==> src/hdl/asq_pkg.sv <==
// Shared constants and types of the sample sequencer.
package asq_pkg;
  // ---------------------------------------------------------------------------
  // Sizes and timing
  // ---------------------------------------------------------------------------
  localparam int          NSEQ      = 4;
  localparam int          RES_W     = 10;
  localparam int          MAX_SMP   = 8;
  localparam int          CLK_MHZ   = 125;
  localparam int          SAMPLE_NS = 2000;  // One sample period at 500 ksps.
  localparam int          PACE_CYC  = SAMPLE_NS * CLK_MHZ / 1000;
  localparam logic [7:0]  PACE_MAX  = 8'(PACE_CYC - 1);
  localparam logic [2:0]  AVG_MAX   = 3'h6;  // Two to the sixth is 64 conversions.
  // Depth and sample limit per sequence, sequence 0 in the low nibble.
  localparam logic [15:0] SEQ_DEPTH = 16'h1448;
  // ---------------------------------------------------------------------------
  // Register offsets (byte addresses)
  // ---------------------------------------------------------------------------
  localparam logic [7:0]  A_ENABLE  = 8'h00;
  localparam logic [7:0]  A_RAWSTAT = 8'h04;
  localparam logic [7:0]  A_MASK    = 8'h08;
  localparam logic [7:0]  A_STATCLR = 8'h0C;
  localparam logic [7:0]  A_TRIGSEL = 8'h10;
  localparam logic [7:0]  A_SWTRIG  = 8'h14;
  localparam logic [7:0]  A_PRIO    = 8'h18;
  localparam logic [7:0]  A_AVG     = 8'h1C;
  localparam logic [7:0]  A_OVFL    = 8'h20;
  localparam logic [7:0]  A_UNFL    = 8'h24;
  localparam logic [1:0]  A_SEQ_SEL = 2'h1;  // Address bits 7:6 of a sequence window.
  localparam logic [1:0]  S_MUX     = 2'h0;  // Word within window, bits 3:2.
  localparam logic [1:0]  S_CTL     = 2'h1;
  localparam logic [1:0]  S_FIFO    = 2'h2;
  localparam logic [1:0]  S_FSTAT   = 2'h3;
  localparam logic [7:0]  PRIO_RST  = 8'hE4;  // Sequence 0 highest, 3 lowest.
  // ---------------------------------------------------------------------------
  // Field positions
  // ---------------------------------------------------------------------------
  localparam int          CTL_DIFF  = 0;
  localparam int          CTL_END   = 1;
  localparam int          CTL_IE    = 2;
  localparam int          FST_EMPTY = 8;
  localparam int          FST_FULL  = 12;
  // ---------------------------------------------------------------------------
  // Types
  // ---------------------------------------------------------------------------
  typedef enum logic [3:0] {
    TRG_SOFT   = 4'h0,
    TRG_TIMER  = 4'h1,
    TRG_GPIO   = 4'h2,
    TRG_ALWAYS = 4'h3
  } asq_trig_t;
  typedef struct packed {
    logic       start;
    logic [1:0] chan;
    logic       diff;
  } asq_conv_req_t;
  typedef struct packed {
    logic             done;
    logic [RES_W-1:0] data;
  } asq_conv_rsp_t;
endpackage

==> src/hdl/asq_sequencer.sv <==
// Four-sequence sample sequencer for a 10-bit, four-channel converter.
//
// Overview of operation
// - Each sample yields a 10-bit result from one of four input channels.
// - Samples of a sequence are taken in turn with no software action.
// - Per sequence: channel, trigger (software, timer, GPIO), interrupt and priority.
// - Four independent sequences of one to eight entries, each with a FIFO.
// - A triggered sequence captures its samples back to back until done.
// - Each entry sets channel, differential mode, interrupt and end marker.
// - Optional averaging of up to 64 conversions into one FIFO entry.
// - Conversion starts are paced to sustain 500 thousand samples per second.
// - FIFO depth and sample limit: eight, four, four and one.
// - FIFO entries read as 32-bit words with the result in bits 9:0.
// - Priorities 0 to 3, zero highest; software keeps them distinct.
// - Interrupt is raw status AND mask; writing one clears a status bit.
`timescale 1ns/10ps
`default_nettype none
module asq_sequencer (
  // Clock and reset
  input  wire logic                   i_clk,
  input  wire logic                   i_rst_n,
  // Register port
  input  wire logic [7:0]             i_addr,
  input  wire logic [31:0]            i_wdata,
  input  wire logic                   i_wr,
  input  wire logic                   i_rd,
  output logic      [31:0]            o_rdata,
  // Trigger pins from timers and GPIO
  input  wire logic                   i_trig_timer,
  input  wire logic                   i_trig_gpio,
  // Converter core
  output asq_pkg::asq_conv_req_t      o_conv,
  input  wire asq_pkg::asq_conv_rsp_t i_conv,
  // Interrupt
  output logic                        o_irq
);
  // ---------------------------------------------------------------------------
  // Declarations
  // ---------------------------------------------------------------------------
  typedef enum logic [1:0] {ST_IDLE, ST_START, ST_WAIT} asq_state_t;
  localparam int NS = asq_pkg::NSEQ;
  logic [NS-1:0]   enable_r, ris_r, im_r, ovf_r, unf_r, pend_r, ready;
  logic [15:0]     trigsel_r;
  logic [7:0]      prio_r;
  logic [2:0]      avg_r;
  logic [15:0]     mux_r   [NS];
  logic [31:0]     ctl_r   [NS];
  logic [9:0]      mem_r   [NS][8];
  logic [2:0]      wptr_r  [NS];
  logic [2:0]      rptr_r  [NS];
  logic [3:0]      cnt_r   [NS];
  logic [NS-1:0]   trig, pop, push_hit, ris_set, fifo_full, fifo_empty;
  logic [2:0]      sync_r  [2];
  logic [1:0]      pin_lvl_r, pin_rise;
  asq_state_t      state_r;
  logic [1:0]      cur_r, pick;
  logic [2:0]      idx_r;
  logic [6:0]      avg_cnt_r;
  logic [15:0]     acc_r, acc_sum;
  logic [7:0]      pace_r;
  logic            push, last, sel_seq, any_ready;
  logic [1:0]      ssel;
  logic [3:0]      nib;
  logic [3:0]      depth_cur;
  logic [31:0]     rd_mux;
  logic [9:0]      push_data;

  assign sel_seq = (i_addr[7:6] == asq_pkg::A_SEQ_SEL);
  assign ssel    = i_addr[5:4];

  // ---------------------------------------------------------------------------
  // Trigger pins: three flops, a change counts once the last two agree
  // ---------------------------------------------------------------------------
  // The first stage is read only by the second, keeping metastability contained.
  for (genvar p = 0; p < 2; p++) begin : g_pin
    always_ff @(posedge i_clk) begin
      if (!i_rst_n) begin
        sync_r[p]    <= 3'h0;
        pin_lvl_r[p] <= 1'b0;
      end else begin
        sync_r[p] <= {sync_r[p][1:0], (p == 0) ? i_trig_timer : i_trig_gpio};
        if (sync_r[p][1] == sync_r[p][2]) begin
          pin_lvl_r[p] <= sync_r[p][2];
        end
      end
    end
    assign pin_rise[p] = (sync_r[p][1] == sync_r[p][2]) && sync_r[p][2] && !pin_lvl_r[p];
  end

  // ---------------------------------------------------------------------------
  // Per-sequence trigger, pending flag and result FIFO
  // ---------------------------------------------------------------------------
  for (genvar g = 0; g < NS; g++) begin : g_seq
    logic [3:0] depth;
    logic [3:0] tsel;
    assign depth = asq_pkg::SEQ_DEPTH[4*g +: 4];
    assign tsel  = trigsel_r[4*g +: 4];
    // Trigger source chosen per sequence; the always source re-arms forever.
    always_comb begin
      unique case (tsel)
        asq_pkg::TRG_SOFT:   trig[g] = i_wr && (i_addr == asq_pkg::A_SWTRIG) && i_wdata[g];
        asq_pkg::TRG_TIMER:  trig[g] = pin_rise[0];
        asq_pkg::TRG_GPIO:   trig[g] = pin_rise[1];
        asq_pkg::TRG_ALWAYS: trig[g] = 1'b1;
        default:             trig[g] = 1'b0;
      endcase
    end
    assign fifo_full[g]  = (cnt_r[g] == depth);
    assign fifo_empty[g] = (cnt_r[g] == 4'h0);
    assign pop[g]        = i_rd && sel_seq && (ssel == 2'(g)) && (i_addr[3:2] == asq_pkg::S_FIFO);
    assign push_hit[g]   = push && (cur_r == 2'(g));
    assign ris_set[g]    = push_hit[g] && nib[asq_pkg::CTL_IE];
    // Pending is set by a trigger of an enabled sequence and cleared as it starts.
    always_ff @(posedge i_clk) begin
      if (!i_rst_n) begin
        pend_r[g] <= 1'b0;
      end else if (trig[g] && enable_r[g]) begin
        pend_r[g] <= 1'b1;
      end else if (state_r == ST_IDLE && any_ready && pick == 2'(g)) begin
        pend_r[g] <= 1'b0;
      end
    end
    // Circular buffer; a push when full is dropped and flagged as overflow.
    always_ff @(posedge i_clk) begin
      if (!i_rst_n) begin
        wptr_r[g] <= 3'h0;
        rptr_r[g] <= 3'h0;
        cnt_r[g]  <= 4'h0;
      end else begin
        if (push_hit[g] && !fifo_full[g]) begin
          mem_r[g][wptr_r[g]] <= push_data;
          wptr_r[g] <= (4'(wptr_r[g]) == depth - 4'h1) ? 3'h0 : wptr_r[g] + 3'h1;
        end
        if (pop[g] && !fifo_empty[g]) begin
          rptr_r[g] <= (4'(rptr_r[g]) == depth - 4'h1) ? 3'h0 : rptr_r[g] + 3'h1;
        end
        cnt_r[g] <= cnt_r[g] + 4'(push_hit[g] && !fifo_full[g]) - 4'(pop[g] && !fifo_empty[g]);
      end
    end
    fifo_bound_a: assert property (@(posedge i_clk) disable iff (!i_rst_n)
      cnt_r[g] <= depth) else $error("FIFO count beyond its depth");
  end

  // ---------------------------------------------------------------------------
  // Arbitration: lowest priority value among ready sequences
  // ---------------------------------------------------------------------------
  assign ready     = pend_r & enable_r;
  assign any_ready = |ready;
  // Equal priorities fall back to the lower sequence number; software avoids this.
  always_comb begin
    logic [2:0] best;
    best = 3'h4;
    pick = 2'h0;
    for (int s = 0; s < NS; s++) begin
      if (ready[s] && {1'b0, prio_r[2*s +: 2]} < best) begin
        best = {1'b0, prio_r[2*s +: 2]};
        pick = 2'(s);
      end
    end
  end

  // ---------------------------------------------------------------------------
  // Sample engine
  // ---------------------------------------------------------------------------
  assign depth_cur = asq_pkg::SEQ_DEPTH[4*cur_r +: 4];
  assign nib       = ctl_r[cur_r][4*idx_r +: 4];
  assign last      = nib[asq_pkg::CTL_END] || (4'(idx_r) == depth_cur - 4'h1);
  assign acc_sum   = acc_r + 16'(i_conv.data);
  assign push      = (state_r == ST_WAIT) && i_conv.done && (avg_cnt_r + 7'h1 == 7'h1 << avg_r);
  assign push_data = 10'(acc_sum >> avg_r);

  // One sequence holds the converter from its first sample to its last.
  always_ff @(posedge i_clk) begin
    if (!i_rst_n) begin
      state_r   <= ST_IDLE;
      cur_r     <= 2'h0;
      idx_r     <= 3'h0;
      acc_r     <= 16'h0;
      avg_cnt_r <= 7'h0;
    end else begin
      unique case (state_r)
        ST_IDLE: begin
          if (any_ready) begin
            cur_r   <= pick;
            idx_r   <= 3'h0;
            state_r <= ST_START;
          end
        end
        ST_START: begin
          if (pace_r == 8'h0) begin
            state_r <= ST_WAIT;
          end
        end
        ST_WAIT: begin
          if (i_conv.done) begin
            if (push) begin
              acc_r     <= 16'h0;
              avg_cnt_r <= 7'h0;
              if (last) begin
                state_r <= ST_IDLE;
              end else begin
                idx_r   <= idx_r + 3'h1;
                state_r <= ST_START;
              end
            end else begin
              acc_r     <= acc_sum;
              avg_cnt_r <= avg_cnt_r + 7'h1;
              state_r   <= ST_START;
            end
          end
        end
      endcase
    end
  end

  // Pacing counter spaces starts so the rate never exceeds one per sample period.
  always_ff @(posedge i_clk) begin
    if (!i_rst_n) begin
      pace_r <= 8'h0;
    end else if (o_conv.start) begin
      pace_r <= asq_pkg::PACE_MAX;
    end else if (pace_r != 8'h0) begin
      pace_r <= pace_r - 8'h1;
    end
  end

  // Converter request comes straight from the current entry.
  assign o_conv.start = (state_r == ST_START) && (pace_r == 8'h0);
  assign o_conv.chan  = mux_r[cur_r][2*idx_r +: 2];
  assign o_conv.diff  = nib[asq_pkg::CTL_DIFF];

  // ---------------------------------------------------------------------------
  // Configuration registers
  // ---------------------------------------------------------------------------
  // Sequence settings may be rewritten while enabled; the engine reads them live.
  always_ff @(posedge i_clk) begin
    if (!i_rst_n) begin
      enable_r  <= '0;
      im_r      <= '0;
      trigsel_r <= 16'h0;
      prio_r    <= asq_pkg::PRIO_RST;
      avg_r     <= 3'h0;
      for (int s = 0; s < NS; s++) begin
        mux_r[s] <= 16'h0;
        ctl_r[s] <= 32'h0;
      end
    end else if (i_wr) begin
      unique case (i_addr)
        asq_pkg::A_ENABLE:  enable_r  <= i_wdata[NS-1:0];
        asq_pkg::A_MASK:    im_r      <= i_wdata[NS-1:0];
        asq_pkg::A_TRIGSEL: trigsel_r <= i_wdata[15:0];
        asq_pkg::A_PRIO:    prio_r    <= i_wdata[7:0];
        asq_pkg::A_AVG: begin
          avg_r <= (i_wdata[2:0] > asq_pkg::AVG_MAX) ? asq_pkg::AVG_MAX : i_wdata[2:0];
        end
        default: begin
          if (sel_seq && i_addr[3:2] == asq_pkg::S_MUX) begin
            mux_r[ssel] <= i_wdata[15:0];
          end
          if (sel_seq && i_addr[3:2] == asq_pkg::S_CTL) begin
            ctl_r[ssel] <= i_wdata;
          end
        end
      endcase
    end
  end

  // ---------------------------------------------------------------------------
  // Sticky status: hardware set wins over a write-one clear
  // ---------------------------------------------------------------------------
  always_ff @(posedge i_clk) begin
    if (!i_rst_n) begin
      ris_r <= '0;
      ovf_r <= '0;
      unf_r <= '0;
    end else begin
      ris_r <= ris_set | (ris_r & ~((i_wr && i_addr == asq_pkg::A_STATCLR) ?
               i_wdata[NS-1:0] : 4'h0));
      ovf_r <= (push_hit & fifo_full) | (ovf_r & ~((i_wr && i_addr == asq_pkg::A_OVFL) ?
               i_wdata[NS-1:0] : 4'h0));
      unf_r <= (pop & fifo_empty) | (unf_r & ~((i_wr && i_addr == asq_pkg::A_UNFL) ?
               i_wdata[NS-1:0] : 4'h0));
    end
  end

  assign o_irq = |(ris_r & im_r);

  // ---------------------------------------------------------------------------
  // Read port: data stands only in the cycle after the strobe
  // ---------------------------------------------------------------------------
  always_comb begin
    rd_mux = 32'h0;
    unique case (i_addr)
      asq_pkg::A_ENABLE:  rd_mux = 32'(enable_r);
      asq_pkg::A_RAWSTAT: rd_mux = 32'(ris_r);
      asq_pkg::A_MASK:    rd_mux = 32'(im_r);
      asq_pkg::A_STATCLR: rd_mux = 32'(ris_r & im_r);
      asq_pkg::A_TRIGSEL: rd_mux = 32'(trigsel_r);
      asq_pkg::A_PRIO:    rd_mux = 32'(prio_r);
      asq_pkg::A_AVG:     rd_mux = 32'(avg_r);
      asq_pkg::A_OVFL:    rd_mux = 32'(ovf_r);
      asq_pkg::A_UNFL:    rd_mux = 32'(unf_r);
      default: begin
        if (sel_seq) begin
          unique case (i_addr[3:2])
            asq_pkg::S_MUX:  rd_mux = 32'(mux_r[ssel]);
            asq_pkg::S_CTL:  rd_mux = ctl_r[ssel];
            asq_pkg::S_FIFO: rd_mux = fifo_empty[ssel] ? 32'h0 :
                                      32'(mem_r[ssel][rptr_r[ssel]]);
            asq_pkg::S_FSTAT: begin
              rd_mux = 32'(cnt_r[ssel]);
              rd_mux[asq_pkg::FST_EMPTY] = fifo_empty[ssel];
              rd_mux[asq_pkg::FST_FULL]  = fifo_full[ssel];
            end
          endcase
        end
      end
    endcase
  end

  always_ff @(posedge i_clk) begin
    if (!i_rst_n) begin
      o_rdata <= 32'h0;
    end else begin
      o_rdata <= i_rd ? rd_mux : 32'h0;
    end
  end

  // ---------------------------------------------------------------------------
  // Assertions
  // ---------------------------------------------------------------------------
  start_spacing_a: assert property (@(posedge i_clk) disable iff (!i_rst_n)
    o_conv.start |=> (!o_conv.start) [*8]) else $error("Starts closer than pacing");
  pace_reload_a: assert property (@(posedge i_clk) disable iff (!i_rst_n)
    o_conv.start |=> pace_r == asq_pkg::PACE_MAX) else $error("Pace not reloaded");
  seq_hold_a: assert property (@(posedge i_clk) disable iff (!i_rst_n)
    (state_r != ST_IDLE) && ($past(state_r) != ST_IDLE) |-> $stable(cur_r))
    else $error("Sequence changed mid-run");
  chan_sel_a: assert property (@(posedge i_clk) disable iff (!i_rst_n)
    o_conv.start && !i_wr |=> $stable(o_conv.chan) && $stable(o_conv.diff))
    else $error("Request moved during conversion");
  irq_raise_a: assert property (@(posedge i_clk) disable iff (!i_rst_n)
    push && nib[asq_pkg::CTL_IE] && im_r[cur_r] && !i_wr |=> o_irq)
    else $error("Interrupt missing after sample");
  clear_one_a: assert property (@(posedge i_clk) disable iff (!i_rst_n)
    i_wr && i_addr == asq_pkg::A_STATCLR && i_wdata[0] && !ris_set[0] |=> !ris_r[0])
    else $error("Status bit not cleared");
  end_stop_a: assert property (@(posedge i_clk) disable iff (!i_rst_n)
    push && last |=> state_r == ST_IDLE) else $error("Sequence ran past its end");
  fifo_push_a: assert property (@(posedge i_clk) disable iff (!i_rst_n)
    push && !fifo_full[cur_r] && !pop[cur_r] |=> cnt_r[$past(cur_r)] == $past(cnt_r[cur_r]) + 4'h1)
    else $error("Result not stored");
endmodule
`default_nettype wire

==> config.mk <==
export PLATFORM = sky130hd
export DESIGN_NAME = asq_sequencer
export DESIGN_NICKNAME = d
export VERILOG_FILES = /design/src/hdl/asq_pkg.sv /design/src/hdl/asq_sequencer.sv
export SDC_FILE = /design/constraint.sdc
export NUM_CORES = 1
export LEC_CHECK = 0
export BUFFER_PORTS_ARGS = -buffer_cell sky130_fd_sc_hd__buf_2
export CAP_MARGIN = 5
export CORE_MARGIN = 2
export CORE_UTILIZATION = 37
export CTS_CLUSTER_DIAMETER = 50
export DETAILED_ROUTE_END_ITERATION = 10
export PLACE_DENSITY = 0.64
export SYNTH_ARGS = -nofsm -noshare
export SYNTH_HDL_FRONTEND = slang
export SYNTH_SLANG_ARGS = --single-unit
==> constraint.sdc <==
create_clock -name i_clk -period 4.02 [get_ports i_clk]
set_clock_uncertainty 0.1 [all_clocks]
set_input_delay 0.402 -clock i_clk [delete_from_list [all_inputs] [get_ports i_clk]]
set_output_delay 0.402 -clock i_clk [all_outputs]
set_load 0.01 [all_outputs]
==> metrics.md <==
| Metric | Value |
|---|---|
| Status | `finished clean` |
| Global-route wire length before repair | `131000 microns` |
| CTS Buf Count | `79` |
| Syn_nets | `2461` |
| Core Box Area | `85400 sq um` |
| Cells on worst reg2reg path | `18` |
| Final HPWL DP | `about 57000 microns` |
| CTS max path bufs | `3` |
| Initial antenna violation count | `13` |
| WHS | `0.0336 ns` |
| Number of global-route vias before repair | `about 21000` |
| Latest clock arrival within the worst-skew pair | `roughly 0.63 ns` |
| CTS tree | `built` |
| Initial Util | `37.4%` |
| I/O pins | `94` |
| CTS H-tree depth | `3` |
| Post-Syn Instances | `2342` |
| Post-synth top area share | `50.3%` |
| Final Cell Area | `37100 sq um` |
| CP Data Arrival Time | `4.21 ns` |
| Share of layout cells above drive strength 1 | `22.5%` |
| Post-synth EDFFs | `536` |
| WHS Path Cells | `3` |
| Hold endpoint | `trigsel_r[14]` |
| Cell with the most instances after synthesis | `edfxtp_1` |
| Max Freq | `267 MHz` |
| Rows | `107` |
| Yosys reg bits | `about 680` |
| # clock sinks | `683` |
| RR Startpoint | `pend_r[0]` |
| Wire length per cell | `between 20 and 25 microns` |
| Synth warn | `0` |
| Synth unique cells | `just over 90` |
| Total GRT Usage | `19.3%` |
| R2r endpoint | `pend_r[1]` |
| Hold/Removal Path Class | `in -> reg` |
| # DRC | `0` |
| Most frequent cells after synthesis | `536 x edfxtp_1, 186 x nor2_1, 182 x nand2_1` |
| IO buf count | `between 90 and 100` |
| Syn avg cell area | `13.7 sq um` |
| Cell Area, Placed | `around 34000 sq um` |
| Die Width | `298 microns` |
| Synthesized area | `~32000 sq um` |
| Final number of max-transition violations | `0` |
| Congestion Overflow GR | `0` |
| Peak supply drop | `just over 0.0004 V` |
| R2R Setup Slk | `roughly 0.27 ns` |
| Most used DFF post-synth | `edfxtp_1` |
| Area grow syn2layout | `16.0%` |
| Share of flip-flops with an asynchronous set or reset | `0%` |
| Period Utilization, post-route | `93.2%` |
| Crit-path max FO | `7` |
| Post-CTS setup buffer count | `0` |
| Sequential fraction of the synthesis area | `59.5%` |
| Crit end category | `register` |
| Worst-margin pin slew | `1.11 ns` |
| Initial DRC Count | `2292` |
| Reg clk slew, reported paths | `~0.06 ns` |
| CP Class | `reg -> reg` |
| Drt pass-1 iters | `8` |
| Rel. slew slack | `26.0%` |
| Final Hold Viols | `0` |
| Worst EP required | `~4.5 ns` |
| Hold path startpoint | `i_wdata[14]` |
| Post-DRT Antenna Nets | `0` |
| P_leak | `0.0130 uW` |
| Leading area contributor after synthesis | `edfxtp_1` |
| Die area | `88800 sq um` |
| Via count | `21093` |
| Setup violators final | `0` |
| # fillers | `7763` |
| CTS root buffer | `clkbuf_16` |
| Placer Congestion | `0.931` |
| Final worst path period need | `3.75 ns` |
| Pin count of the biggest net entering global routing | `63` |
| Total Nets Final | `2618` |
| Top post-synthesis cells by area | `edfxtp_1 50%, mux4_2 13%, dfxtp_1 9.2%` |
| Die H | `just under 300 microns` |
| Post-Route WL | `around 86000 microns` |
| Max cap viols | `0` |
| Vias per cell | `roughly 5.7` |
| Power Dens Cells | `about 440 nW/um^2` |
| CP Launch Type | `register` |
-- logic make-up (layout without fill, tap and decap cells) --
logic type,after synthesis,after routing,synth area share (%)
adder cells (fa/ha/maj),62,62,2.54
other,0,8,0
buffers and inverters,251,474,3.37
AO/OA/AOI/OAI,326,326,6.92
XOR/XNOR,25,25,0.685
flip-flops,683,683,59.5
AND/OR/NAND/NOR,754,754,11.9
multiplexers,241,241,15.1
-- critical path, stage by stage (launching register included) --
cell	delay [ns]
dfxtp_2	0.38
nand3_1	0.11
ha_1	0.31
a21oi_1	0.07
o21bai_1	0.19
mux2_2	0.38
ha_1	0.29
nor2_1	0.06
o21bai_1	0.15
o41ai_2	0.10
buf_4	0.16
nor2_1	0.10
a21oi_1	0.05
ha_1	0.21
a2111oi_2	0.36
a221oi_1	0.14
nor2b_1	0.17
a21bo_2	0.20
a21oi_1	0.14
-- cell usage in the layout (no fill, tap or decap), types with 10 or more instances in the layout --
| cell | n |
|---|---|
| a211oi_1 | 25 |
| a21oi_1 | 111 |
| a22oi_1 | 15 |
| and2_1 | 42 |
| and3_1 | 89 |
| buf_2 | 91 |
| buf_4 | 105 |
| clkbuf_1 | 12 |
| clkbuf_16 | 80 |
| clkinv_1 | 10 |
| dfxtp_1 | 144 |
| dlygate4sd3_1 | 22 |
| edfxtp_1 | 536 |
| ha_1 | 57 |
| inv_1 | 99 |
| mux2_2 | 14 |
| mux2i_1 | 38 |
| mux4_2 | 180 |
| nand2_1 | 182 |
| nand2b_1 | 18 |
| nand3_1 | 73 |
| nand4_1 | 12 |
| nor2_1 | 185 |
| nor2b_1 | 37 |
| nor3_1 | 38 |
| nor3b_1 | 13 |
| o211ai_1 | 10 |
| o21a_1 | 14 |
| o21ai_0 | 43 |
| o22ai_1 | 11 |
| or3_1 | 15 |
| xnor2_1 | 16 |
-- metrics by stage --
stage | total power (uW) | cells | util (%) | TNS, ns | setup slack (ns)
after global routing | 16800 | 3711 | 43.4 | -0.0414 | -0.0288
after global placement | 9090 | 3540 | 40.0 | 0 | 0.159
final | 16300 | 3717 | 43.5 | 0 | 0.272
after CTS | 16400 | 3709 | 43.4 | 0 | 0.0274
after floorplan | 8710 | 2342 | - | 0 | 0.0753
after detailed placement | 9140 | 3540 | 40.0 | 0 | 0.0386
-- sequential cells by signal (all words and copies together), names as in the netlist, 16 cells and up, named ones only --
name and flops:
cnt_r 16, mem_r 320, acc_r 16, ctl_r 128
mux_r 64, o_rdata 32, trigsel_r 16
-- power by group --
part           internal [uW]  switching, uW  total [uW]
Clock                   4200           3050        7250
Combinational            460            697        1160
Sequential              7760           91.3        7860
Total                  12400           3840       16300
-- final cells by class --
| type | instances | area [sq um] | share of cell area [%] |
|---|---|---|---|
| Clock buffer | 96 | 2100 | 5.66 |
| Clock inverter | 51 | 567 | 1.53 |
| Timing Repair Buffer | 227 | 1630 | 4.39 |
| Sequential cell | 683 | 19000 | 51.3 |
| Tap cell | 1144 | 1430 | 3.86 |
| Antenna cell | 8 | 20.0 | 0.0539 |
| Multi-Input combinational cell | 1408 | 11900 | 32.2 |
| Inverter | 100 | 375 | 1.01 |
-- layer usage --
layer	wire length (microns)	up-vias	share of wire, %	GRT usage [%]
met1	35300	10622	41	26.5
li1	-	9290	-	-
met5	16	-	0.019	0
met3	8250	187	9.5	4.57
met2	40200	992	47	30.4
met4	2630	2	3.0	6.11
-- repair_timing --
action,4_1_cts,5_1_grt
endpoints found under the hold margin,63,0
endpoints found under the setup margin,0,8
gates resized for setup,0,4
hold buffers,22,0
-- worst max-delay path by stage --
stage | endpoint | from | depth (start not counted) | slack, ns
6_report | pend_r[1] | pend_r[0] | 18 | 0.27
2_1_floorplan | mem_r[0][11] | i_conv[0] | 10 | 0.08
5_1_grt | pend_r[1] | pend_r[0] | 18 | -0.03
3_5_place_dp | pend_r[1] | pend_r[0] | 18 | 0.04
3_3_place_gp | pend_r[1] | pend_r[0] | 18 | 0.16
4_1_cts | pend_r[1] | pend_r[0] | 18 | 0.03
(Power assumes the default switching activity.)
